`config.mk`:
```
export PLATFORM = sky130hd
export DESIGN_NAME = aesd_top
export DESIGN_NICKNAME = d
export VERILOG_FILES = /design/src/hw/aesd_pkg.sv /design/src/hw/aesd_top.sv
export VERILOG_INCLUDE_DIRS = /design/src /design/src/hw
export SDC_FILE = /design/constraint.sdc
export NUM_CORES = 2
export LEC_CHECK = 0
export BUFFER_PORTS_ARGS = -buffer_cell sky130_fd_sc_hd__buf_4
export CORE_ASPECT_RATIO = 0.6
export CORE_MARGIN = 1.5
export CORE_UTILIZATION = 30
export DETAILED_ROUTE_END_ITERATION = 10
export HOLD_SLACK_MARGIN = 0.02
export PLACE_DENSITY_LB_ADDON = 0.12
export SLEW_MARGIN = 0
export SYNTH_ARGS = -nofsm -noshare
export SYNTH_HDL_FRONTEND = slang
export SYNTH_SLANG_ARGS = --single-unit
```
`constraint.sdc`:
```
create_clock -name clk -period 18.2 [get_ports clk]
set_clock_uncertainty 0.2 [all_clocks]
set_input_delay 1.82 -clock clk [delete_from_list [all_inputs] [get_ports clk]]
set_output_delay 1.82 -clock clk [all_outputs]
set_load 0.005 [all_outputs]
```
`src/hw/aesd_consts.svh`:
```
// Parameter numbers, reset values and timing counts of the axis feedback block
`ifndef AESD_CONSTS_SVH
`define AESD_CONSTS_SVH
// ==========================================
// Axis parameter numbers
`define AESD_AP_RUN_CUR   8'h06
`define AESD_AP_STBY_CUR  8'h07
`define AESD_AP_USTEP     8'h8c
`define AESD_AP_ENC_POS   8'hd1
`define AESD_AP_ENC_CLR   8'hd2
`define AESD_AP_ENC_DEV   8'hd4
`define AESD_AP_ENC_ABS   8'hd7
`define AESD_AP_XENC_POS  8'hd8
`define AESD_AP_XENC_CPR  8'hd9
`define AESD_AP_XENC_DEV  8'hda
`define AESD_AP_DEV_STAT  8'hfb
`define AESD_AP_STEPDIR   8'hfe
// ==========================================
// Event parameter numbers, one per source
`define AESD_EV_TMR0      8'h00
`define AESD_EV_TMR1      8'h01
`define AESD_EV_TMR2      8'h02
`define AESD_EV_STOP_L    8'h1b
`define AESD_EV_STOP_R    8'h1c
`define AESD_EV_IN0       8'h27
`define AESD_EV_IN1       8'h28
`define AESD_EV_IN2       8'h29
// ==========================================
// Edge select codes
`define AESD_EDGE_RISE    2'h1
`define AESD_EDGE_FALL    2'h2
`define AESD_EDGE_BOTH    2'h3
// ==========================================
// Reset values
`define AESD_USTEP_RST    4'h8
`define AESD_RUN_CUR_RST  8'h80
`define AESD_STBY_CUR_RST 8'h10
// ==========================================
// Timing
`define AESD_CLK_NS       5
`define AESD_MS_NS        1000000
`define AESD_STBY_MS      32'h000000c8
`define AESD_ENC_FRAC     10
`endif

```
`src/hw/aesd_pkg.sv`:
```
// Types shared by the axis feedback block
package aesd_pkg;
  // ==========================================
  // Motion command codes
  typedef enum logic [1:0] {
    AESD_ROTATE_LEFT_CMD    = 2'h0,
    AESD_TURN_CLOCKWISE_CMD = 2'h1,
    AESD_HALT_MOTION_CMD    = 2'h2,
    AESD_MOVE_TO_POS_CMD    = 2'h3
  } aesd_mcmd_e;
  // ==========================================
  // Event server states
  typedef enum logic [1:0] {
    AESD_EV_IDLE = 2'b01,
    AESD_EV_SHOW = 2'b10
  } aesd_evst_e;
endpackage : aesd_pkg

```
`src/hw/aesd_top.sv`:
```
// Encoder counters, deviation stop, step/direction mode and event sources of one axis
// Summary of operation
// [RULE1] Built-in encoder counts 1024 steps per shaft rotation
// [RULE2] Built-in encoder position readable and writable as signed 32 bits, parameter 209
// [RULE3] Built-in encoder scale follows microstep setting automatically
// [RULE4] Writing 1 to 210 arms clear-on-null; it drops back to 0 once done
// [RULE5] Motor stops when built-in deviation exceeds parameter 212; zero disables
// [RULE6] Parameter 215 reads absolute single-turn angle 0 to 1023
// [RULE7] External encoder position readable and writable as signed 32 bits, parameter 216
// [RULE8] External scale derives from counts per revolution in 217
// [RULE9] Motor stops when external deviation exceeds parameter 218; zero disables
// [RULE10] External counts track microstep counter one to one when configured right
// [RULE11] Host multiplies encoder lines by four to give counts per rotation
// [RULE12] Parameter 254 = 1 selects step/direction; motion commands then ignored
// [RULE13] Currents, microsteps and standby switching still act in step/direction mode
// [RULE14] General input two stays unconnected in step/direction mode; the code still raises its input 2 event in that mode
// [RULE15] Lowest pending event number is served first
// [RULE16] Three millisecond timers with 32-bit periods raise events
// [RULE17] Stop switches and inputs 0..2 raise events on selected edges
// [RULE18] Microstep setting defaults to 256 per full step
// [RULE19] Deviation checks run continuously and set a sticky error flag
`timescale 1ns/100ps
`include "aesd_consts.svh"
module aesd_top import aesd_pkg::*; #(
  parameter int FULL_STEPS = 200,
  parameter int MS_CYCLES  = `AESD_MS_NS / `AESD_CLK_NS
) (
  // Clock and reset
  input  wire logic        clk,
  input  wire logic        rst,
  // Parameter commands
  input  wire logic        cmd_valid,
  input  wire logic        cmd_set,
  input  wire logic        cmd_bank3,
  input  wire logic [7:0]  cmd_num,
  input  wire logic [31:0] cmd_wdata,
  output logic             rsp_valid_q,
  output logic             rsp_err_q,
  output logic [31:0]      rsp_data_q,
  // Motion commands
  input  wire logic        mcmd_valid,
  input  aesd_mcmd_e       mcmd_code,
  input  wire logic [31:0] mcmd_value,
  output logic             mot_valid_q,
  output aesd_mcmd_e       mot_code_q,
  output logic [31:0]      mot_value_q,
  // Motor side
  input  wire logic [31:0] motor_pos,
  input  wire logic        motion_active,
  input  wire logic [9:0]  enc_angle,
  output logic             stop_req_q,
  output logic             step_out_q,
  output logic             dir_out_q,
  output logic             stepdir_mode_q,
  output logic [3:0]       ustep_code_q,
  output logic [7:0]       coil_current_q,
  // Pins
  input  wire logic        quad_a,
  input  wire logic        quad_b,
  input  wire logic        step_in,
  input  wire logic        dir_in,
  input  wire logic        stop_left,
  input  wire logic        stop_right,
  input  wire logic [2:0]  general_in,
  // Events
  input  wire logic        evt_ack,
  output logic             evt_valid_q,
  output logic [7:0]       evt_num_q
);
  localparam int F = `AESD_ENC_FRAC;
  localparam logic [7:0] EVNUM [8] = '{`AESD_EV_TMR0, `AESD_EV_TMR1, `AESD_EV_TMR2,
    `AESD_EV_STOP_L, `AESD_EV_STOP_R, `AESD_EV_IN0, `AESD_EV_IN1, `AESD_EV_IN2};

  // ==========================================
  // Pin synchronisers
  logic [8:0] sync1_q, sync2_q, prev_q;
  always_ff @(posedge clk) begin
    sync1_q <= {general_in, stop_right, stop_left, dir_in, step_in, quad_b, quad_a};
    sync2_q <= sync1_q;
    prev_q  <= sync2_q;
  end

  // ==========================================
  // Parameter registers
  logic [31:0]        tmr_per_q [3], tmr_per_d [3];
  logic [1:0]         edge_sel_q [5], edge_sel_d [5];
  logic [3:0]         ustep_d;
  logic [7:0]         run_cur_q, run_cur_d, stby_cur_q, stby_cur_d;
  logic signed [41:0] enc_acc_q, enc_acc_d;
  logic [9:0]         ang_prev_q;
  logic               clr_arm_q, clr_arm_d, stepdir_d;
  logic [31:0]        dev_max_q, dev_max_d, xdev_max_q, xdev_max_d, xcpr_q, xcpr_d;
  logic [31:0]        xpos_q, xpos_d;
  logic signed [33:0] xrem_q, xrem_d;
  logic [1:0]         dev_err_q, dev_err_d, dev_hit;
  logic               rsp_valid_d, rsp_err_d;
  logic [31:0]        rsp_data_d;
  logic [25:0]        m_step;
  logic [9:0]         ang_dlt;
  logic               q_chg, q_up, wr, rd;
  logic [32:0]        diff0, diff1;

  // Microsteps per rotation; the encoder steps below are weighted by this
  assign m_step = 26'(FULL_STEPS) << ustep_code_q; // [RULE3]
  assign ang_dlt = enc_angle - ang_prev_q; // [RULE1]
  assign q_chg = (sync2_q[0] ^ prev_q[0]) ^ (sync2_q[1] ^ prev_q[1]);
  assign q_up  = prev_q[0] ~^ sync2_q[1];
  assign wr = cmd_valid & cmd_set;
  assign rd = cmd_valid & ~cmd_set;
  assign diff0 = {motor_pos[31], motor_pos} - {enc_acc_q[41], enc_acc_q[41:F]};
  assign diff1 = {motor_pos[31], motor_pos} - {xpos_q[31], xpos_q};
  // Deviation checks run every cycle while enabled
  assign dev_hit[0] = (dev_max_q != 32'h0) && // [RULE5] [RULE19]
    ((diff0[32] ? 33'(-diff0) : diff0) > {1'b0, dev_max_q});
  assign dev_hit[1] = (xdev_max_q != 32'h0) && // [RULE9] [RULE19]
    ((diff1[32] ? 33'(-diff1) : diff1) > {1'b0, xdev_max_q});

  always_comb begin
    tmr_per_d = tmr_per_q;
    edge_sel_d = edge_sel_q;
    ustep_d = ustep_code_q;
    run_cur_d = run_cur_q;
    stby_cur_d = stby_cur_q;
    dev_max_d = dev_max_q;
    xdev_max_d = xdev_max_q;
    xcpr_d = xcpr_q;
    stepdir_d = stepdir_mode_q;
    rsp_valid_d = cmd_valid;
    rsp_err_d = 1'b0;
    rsp_data_d = 32'h0;
    // Built-in counter, Q10 fixed point so fine microstep settings keep no drift
    enc_acc_d = enc_acc_q + 42'($signed(ang_dlt) * $signed({1'b0, m_step})); // [RULE1] [RULE3]
    clr_arm_d = clr_arm_q;
    if (clr_arm_q && enc_angle == 10'h0 && ang_prev_q != 10'h0) begin
      enc_acc_d = 42'h0; // [RULE4]
      clr_arm_d = 1'b0; // [RULE4]
    end
    // External counter: remainder carries fractions, drains one count per cycle
    xpos_d = xpos_q;
    xrem_d = xrem_q;
    if (xcpr_q == 32'h0) begin
      if (q_chg) xpos_d = q_up ? xpos_q + 32'h1 : xpos_q - 32'h1; // [RULE10]
    end else begin
      if (xrem_q >= $signed({2'b0, xcpr_q})) begin
        xpos_d = xpos_q + 32'h1; // [RULE8]
        xrem_d = xrem_q - $signed({2'b0, xcpr_q});
      end else if (xrem_q <= -$signed({2'b0, xcpr_q})) begin
        xpos_d = xpos_q - 32'h1;
        xrem_d = xrem_q + $signed({2'b0, xcpr_q});
      end
      if (q_chg) begin
        xrem_d = q_up ? xrem_d + $signed({8'h0, m_step}) : xrem_d - $signed({8'h0, m_step});
      end
    end
    // Sticky errors; a hit in the clearing cycle survives
    dev_err_d = (dev_err_q & ~((wr && !cmd_bank3 && cmd_num == `AESD_AP_DEV_STAT) ?
                 cmd_wdata[1:0] : 2'b00)) | dev_hit; // [RULE19]
    if (cmd_valid && cmd_bank3) begin
      if (cmd_num == `AESD_EV_TMR0 || cmd_num == `AESD_EV_TMR1 ||
          cmd_num == `AESD_EV_TMR2) begin
        if (wr) tmr_per_d[cmd_num[1:0]] = cmd_wdata; // [RULE16]
        rsp_data_d = tmr_per_q[cmd_num[1:0]];
      end else if (cmd_num == `AESD_EV_STOP_L || cmd_num == `AESD_EV_STOP_R) begin
        if (wr) edge_sel_d[3'(cmd_num - `AESD_EV_STOP_L)] = cmd_wdata[1:0]; // [RULE17]
        rsp_data_d = {30'h0, edge_sel_q[3'(cmd_num - `AESD_EV_STOP_L)]};
      end else if (cmd_num >= `AESD_EV_IN0 && cmd_num <= `AESD_EV_IN2) begin
        if (wr) edge_sel_d[3'(cmd_num - `AESD_EV_IN0 + 8'h2)] = cmd_wdata[1:0]; // [RULE17]
        rsp_data_d = {30'h0, edge_sel_q[3'(cmd_num - `AESD_EV_IN0 + 8'h2)]};
      end else begin
        rsp_err_d = 1'b1;
      end
    end else if (cmd_valid) begin
      if (cmd_num == `AESD_AP_RUN_CUR) begin
        if (wr) run_cur_d = cmd_wdata[7:0]; // [RULE13]
        rsp_data_d = {24'h0, run_cur_q};
      end else if (cmd_num == `AESD_AP_STBY_CUR) begin
        if (wr) stby_cur_d = cmd_wdata[7:0]; // [RULE13]
        rsp_data_d = {24'h0, stby_cur_q};
      end else if (cmd_num == `AESD_AP_USTEP) begin
        if (wr && cmd_wdata <= 32'h8) ustep_d = cmd_wdata[3:0]; // [RULE3]
        rsp_err_d = wr && cmd_wdata > 32'h8;
        rsp_data_d = {28'h0, ustep_code_q};
      end else if (cmd_num == `AESD_AP_ENC_POS) begin
        if (wr) enc_acc_d = {cmd_wdata, 10'h0}; // [RULE2]
        rsp_data_d = enc_acc_q[41:F]; // [RULE2]
      end else if (cmd_num == `AESD_AP_ENC_CLR) begin
        if (wr) clr_arm_d = cmd_wdata[0]; // [RULE4]
        rsp_data_d = {31'h0, clr_arm_q};
      end else if (cmd_num == `AESD_AP_ENC_DEV) begin
        if (wr) dev_max_d = cmd_wdata; // [RULE5]
        rsp_data_d = dev_max_q;
      end else if (cmd_num == `AESD_AP_ENC_ABS) begin
        rsp_err_d = wr;
        rsp_data_d = {22'h0, enc_angle}; // [RULE6]
      end else if (cmd_num == `AESD_AP_XENC_POS) begin
        if (wr) begin
          xpos_d = cmd_wdata; // [RULE7]
          xrem_d = 34'h0;
        end
        rsp_data_d = xpos_q; // [RULE7]
      end else if (cmd_num == `AESD_AP_XENC_CPR) begin
        if (wr) begin
          xcpr_d = cmd_wdata; // [RULE8]
          xrem_d = 34'h0;
        end
        rsp_data_d = xcpr_q;
      end else if (cmd_num == `AESD_AP_XENC_DEV) begin
        if (wr) xdev_max_d = cmd_wdata; // [RULE9]
        rsp_data_d = xdev_max_q;
      end else if (cmd_num == `AESD_AP_DEV_STAT) begin
        rsp_data_d = {30'h0, dev_err_q};
      end else if (cmd_num == `AESD_AP_STEPDIR) begin
        if (wr) stepdir_d = cmd_wdata[0]; // [RULE12]
        rsp_data_d = {31'h0, stepdir_mode_q};
      end else begin
        rsp_err_d = 1'b1;
        rsp_data_d = 32'h0;
      end
    end
    if (rd && rsp_err_d) rsp_data_d = 32'h0;
  end

  always_ff @(posedge clk) begin
    if (rst) begin
      tmr_per_q <= '{3{32'h0}};
      edge_sel_q <= '{5{2'h0}};
      ustep_code_q <= `AESD_USTEP_RST; // [RULE18]
      run_cur_q <= `AESD_RUN_CUR_RST;
      stby_cur_q <= `AESD_STBY_CUR_RST;
      enc_acc_q <= 42'h0;
      ang_prev_q <= 10'h0;
      clr_arm_q <= 1'b0;
      dev_max_q <= 32'h0;
      xdev_max_q <= 32'h0;
      xcpr_q <= 32'h0;
      xpos_q <= 32'h0;
      xrem_q <= 34'h0;
      stepdir_mode_q <= 1'b0;
      dev_err_q <= 2'h0;
      stop_req_q <= 1'b0;
      rsp_valid_q <= 1'b0;
      rsp_err_q <= 1'b0;
      rsp_data_q <= 32'h0;
    end else begin
      tmr_per_q <= tmr_per_d;
      edge_sel_q <= edge_sel_d;
      ustep_code_q <= ustep_d;
      run_cur_q <= run_cur_d;
      stby_cur_q <= stby_cur_d;
      enc_acc_q <= enc_acc_d;
      ang_prev_q <= enc_angle;
      clr_arm_q <= clr_arm_d;
      dev_max_q <= dev_max_d;
      xdev_max_q <= xdev_max_d;
      xcpr_q <= xcpr_d;
      xpos_q <= xpos_d;
      xrem_q <= xrem_d;
      stepdir_mode_q <= stepdir_d;
      dev_err_q <= dev_err_d;
      stop_req_q <= |dev_err_d; // [RULE5] [RULE9]
      rsp_valid_q <= rsp_valid_d;
      rsp_err_q <= rsp_err_d;
      rsp_data_q <= rsp_data_d;
    end
  end

  // ==========================================
  // Motion path, current selection, millisecond tick
  logic        mot_valid_d, step_d, ms_tick;
  logic [31:0] ms_cnt_q, ms_cnt_d, idle_q, idle_d;
  logic [7:0]  cur_d;
  assign ms_tick = (ms_cnt_q == 32'(MS_CYCLES - 1));
  always_comb begin
    // Step pulses come only from the pins in this mode; commands are dropped
    mot_valid_d = mcmd_valid & ~stepdir_mode_q; // [RULE12]
    step_d = stepdir_mode_q & sync2_q[2] & ~prev_q[2]; // [RULE12]
    ms_cnt_d = ms_tick ? 32'h0 : ms_cnt_q + 32'h1;
    idle_d = idle_q;
    if (motion_active || step_d) idle_d = 32'h0;
    else if (ms_tick && idle_q < `AESD_STBY_MS) idle_d = idle_q + 32'h1;
    cur_d = (idle_d >= `AESD_STBY_MS) ? stby_cur_q : run_cur_q; // [RULE13]
  end
  always_ff @(posedge clk) begin
    if (rst) begin
      mot_valid_q <= 1'b0;
      mot_code_q <= AESD_HALT_MOTION_CMD;
      mot_value_q <= 32'h0;
      step_out_q <= 1'b0;
      dir_out_q <= 1'b0;
      ms_cnt_q <= 32'h0;
      idle_q <= 32'h0;
      coil_current_q <= 8'h0;
    end else begin
      mot_valid_q <= mot_valid_d;
      mot_code_q <= mcmd_code;
      mot_value_q <= mcmd_value;
      step_out_q <= step_d;
      dir_out_q <= sync2_q[3];
      ms_cnt_q <= ms_cnt_d;
      idle_q <= idle_d;
      coil_current_q <= cur_d;
    end
  end

  // ==========================================
  // Event sources: bit order equals event number order
  logic [7:0] ev_new;
  genvar gi;
  generate
    for (gi = 0; gi < 8; gi++) begin : g_src
      if (gi < 3) begin : g_tmr
        logic [31:0] cnt_q, cnt_d;
        logic        fire;
        always_comb begin
          fire = 1'b0;
          cnt_d = cnt_q;
          if (tmr_per_d[gi] != tmr_per_q[gi] || tmr_per_q[gi] == 32'h0) begin
            cnt_d = 32'h0;
          end else if (ms_tick) begin
            fire = (cnt_q + 32'h1 >= tmr_per_q[gi]); // [RULE16]
            cnt_d = fire ? 32'h0 : cnt_q + 32'h1;
          end
        end
        always_ff @(posedge clk) begin
          if (rst) cnt_q <= 32'h0;
          else cnt_q <= cnt_d;
        end
        assign ev_new[gi] = fire;
      end else begin : g_edge
        logic s, p;
        assign s = sync2_q[gi + 1];
        assign p = prev_q[gi + 1];
        assign ev_new[gi] = // [RULE17]
          ((edge_sel_q[gi - 3] == `AESD_EDGE_RISE || edge_sel_q[gi - 3] == `AESD_EDGE_BOTH)
            && s && !p) ||
          ((edge_sel_q[gi - 3] == `AESD_EDGE_FALL || edge_sel_q[gi - 3] == `AESD_EDGE_BOTH)
            && !s && p);
      end
    end
  endgenerate

  // Server: one event shown at a time until acknowledged
  aesd_evst_e ev_st_q, ev_st_d;
  logic [7:0] pend_q, pend_d, take;
  logic [7:0] evn_d;
  always_comb begin
    take = 8'h0;
    ev_st_d = ev_st_q;
    evn_d = evt_num_q;
    case (ev_st_q)
      AESD_EV_IDLE: begin
        for (int k = 7; k >= 0; k--) begin
          if (pend_q[k]) take = 8'h1 << k; // [RULE15]
        end
        for (int k = 0; k < 8; k++) begin
          if (take[k]) evn_d = EVNUM[k];
        end
        if (pend_q != 8'h0) ev_st_d = AESD_EV_SHOW;
      end
      AESD_EV_SHOW: begin
        if (evt_ack) ev_st_d = AESD_EV_IDLE;
      end
      default: ev_st_d = AESD_EV_IDLE;
    endcase
    pend_d = (pend_q & ~take) | ev_new;
  end
  always_ff @(posedge clk) begin
    if (rst) begin
      ev_st_q <= AESD_EV_IDLE;
      pend_q <= 8'h0;
      evt_valid_q <= 1'b0;
      evt_num_q <= 8'h0;
    end else begin
      ev_st_q <= ev_st_d;
      pend_q <= pend_d;
      evt_valid_q <= (ev_st_d == AESD_EV_SHOW);
      evt_num_q <= evn_d;
    end
  end
endmodule : aesd_top

```
==> flow_summary.ini <==
[critical_path]
end_kind = flip-flop
critPathKind = reg -> reg
path_max_fanout = 20
cp-start-kind = flip-flop
critPathSlowestCell = a2111oi_0
max_stage_delay_ns = 0.93
cp_data_arrival_time_ns = 10.43
worstPathRequired_ns = 18.56

[drt]
drt_iter0_drc = 6872
first_pass_iters = 8
num_vias = 54370
wirelength_mm = 251.9
drt-vias-per-instance = 5.657
post-route-drc-count = 0
wl_per_cell_um = 26.21
drtAntennaViolNets = 0

[timing]
rsz0062_at_grt = no
holdWs_ns = 0.1263
max-slew-margin-rel_pct = 15.53
setup_violations = 0
fmax_ghz = 0.09927
hold_viol = 0
finalSetupTns_ns = 0
finalCritPeriodShare_pct = 55.35
fin_crit_ns = 10.07
worst_pin_slew_ns = 1.266
drv_slew = 0

[cts]
clockRootBuffer = clkbuf_16
post_cts_buffers = 0
cts_buffers = 73
clk_path_buf_depth = 3
cts_hold_buf = 0
cts_tree = yes
ctsResizeCount = 0
htreeDepth = 3
clk_latency_ns = 0.71
clk_pin_slew_worst_paths_ns = 0.06
cts.sinks = 624

[hold_path]
hold_class = reg -> reg

[synth]
yosys_warnings = 0
async_flop_share_pct = 0
ys_seq_area_share_pct = 22.95
syn_area_um2 = 54430
syn_inst = 7157
synth_edf_count = 0
synth_flop_cell = dfxtp_1
yosysUniqueCellTypes = 100
synth_seq_cells = 624
postSynthAreaPerCell_um2 = 7.605

[global_route]
grt_max_degree = 77
grt.met1_usage_pct = 42.21
antenna_found_initial = 13
use_met2_pct = 32.91
grt-ovfl-total = 0
gr-usage-met3_pct = 8.851
grt_pass1_wl_mm = 362.7
grt_pass1_vias = 49920
track_usage_pct = 26.68
top_usage_layer = met1

[layout]
area_growth_pct = 12.04
final_cell_mix = nand2_1 (864), nor2_1 (706), dfxtp_1 (624)
drive_above_1_share_pct = 7.253
nets = 7971
layout_commonest_cell = nand2_1
fin_area_um2 = 60980

[floorplanning]
fp.coreArea_um2 = 179300
die_w_um = 552.9
fp-row-count = 120
pin_count = 227
dieArea_um2 = 184100
die_h_um = 332.9
start_util_pct = 30.36

[place]
place_area_um2 = 58400
portBuffers = 224
place_congestion = 1.002
hpwlAfterDp_mm = 194.9

[power]
power_density_nw_per_um2 = 107.8
power_leakage_nw = 24.48
ir_drop_uv = 109.0

[run_status]
outcome = complete, no violations

[flow_run]
cap_violations = 0
cell families (layout without fill, tap and decap cells):
| logic type | count (synthesis) | in the layout | share of synthesized area, % |
|---|---|---|---|
| and+or+nand+nor | 2562 | 2562 | 21.91 |
| other | 1 | 9 | 0.006890 |
| AOI/OAI and AO/OA | 1709 | 1709 | 20.27 |
| xor gates and xnor gates | 524 | 524 | 8.432 |
| buffers and inverters | 981 | 1048 | 6.880 |
| DFF | 624 | 624 | 22.95 |
| adders and majority gates | 667 | 667 | 17.84 |
| muxes | 89 | 89 | 1.706 |
state kept, by name, indices dropped and copies added, names as in the netlist, 4 cells and up:
name,count
run_cur_q,8
coil_current_q,8
xpos_q,32
tmr_per_q,96
stby_cur_q,8
ang_prev_q,10
sync1_q,9
g_src.g_tmr.cnt_q,96
mot_value_q,32
rsp_data_q,32
ms_cnt_q,32
sync2_q,9
dev_max_q,32
xcpr_q,32
xdev_max_q,32
prev_q,8
pend_q,8
evt_num_q,6
enc_acc_q,39
xrem_q,34
ustep_code_q,4
edge_sel_q,10
idle_q,32
where the power goes:
group	internal (W)	total [W]	leakage [nW]	switching [W]
Clock	0.000957	0.00166	1.26	0.000705
Combinational	0.00135	0.00336	18.2	0.00201
Sequential	0.00143	0.00155	5.06	0.000121
critical path: cells and delay by family (launching register included):
kind            cells  cell delay, ns
compound gates     14            4.20
fa+ha+maj           2            0.58
buf+inv             2            0.61
flops               1            0.37
mux                 1            0.19
simple gates       11            3.77
path summary, 6_finish.rpt:
kind              start          to  slack, ns  cells past startpoint
max           xcpr_q[1]  xrem_q[32]       8.13                     30
max reg2reg   xcpr_q[1]  xrem_q[32]       8.13                     30
min          sync1_q[3]  sync2_q[3]       0.13                      0
min reg2reg  sync1_q[3]  sync2_q[3]       0.13                      0
cell type report:
| cell class | count | area, um2 |
|---|---|---|
| diodes | 7 | 17.52 |
| clock buffers | 90 | 2002 |
| inverters | 611 | 2293 |
| flip-flops and latches | 624 | 12490 |
| well taps | 2379 | 2977 |
| clock inverters | 39 | 568.0 |
| fillers | 19160 | 118300 |
| repair buffers | 308 | 2320 |
| multi-input cells | 5553 | 38310 |
cell usage after synthesis (all sizes together) (11+ instances only):
cell,count,area [um2]
xnor2,322,2820
inv,609,2286
or4,12,91.34
or3,49,306.5
nand4,113,719.4
a221oi,28,245.2
a2111oi,12,105.1
nand2b,51,319.1
a221o,46,460.4
nand3b,18,135.1
nand3,167,845.8
o21a,40,300.3
and3,92,576.8
a22o,21,183.9
o21ai,288,1445
and2,56,352.8
clkbuf,320,1204
o211ai,39,292.8
o32ai,13,113.9
nor4,124,809.5
o31ai,37,296.5
nand2,865,3247
and4,20,175.2
nor2b,86,538.0
a311oi,15,131.4
fa,182,3643
xor2,202,1769
a21o,162,1217
nor3,141,710.7
nor2,712,2680
o311ai,11,96.34
a22oi,69,518.0
a211o,14,122.6
a211oi,85,648.1
dfxtp,624,12490
o21bai,35,262.8
or2,27,168.9
o22ai,39,244.0
ha,485,6068
o221ai,32,280.3
mux2i,86,860.8
buf,49,236.5
a31oi,61,381.6
a21oi,575,2885
stage by stage:
| stage | total power (W) | utilization [%] | cells | setup WS (ns) |
|---|---|---|---|---|
| finish | 0.006577 | 34.02 | 9611 | 8.127 |
| global route | 0.007058 | 34.01 | 9604 | 7.442 |
| CTS | 0.006557 | 34.01 | 9604 | 8.325 |
| detailed placement | 0.004873 | 32.57 | 9475 | 7.735 |
| global placement | 0.004857 | 32.57 | 9475 | 7.847 |
| floorplan | 0.003984 | - | 7158 | 8.576 |
routing by layer:
layer / vias to the layer above / part of all wire (%)
li1: 24950 / -
met2: 2647 / 35
met4: 8 / 2.6
met5: - / 0.019
met3: 325 / 12
met1: 26450 / 50
Power figures use the tool's default switching activity.
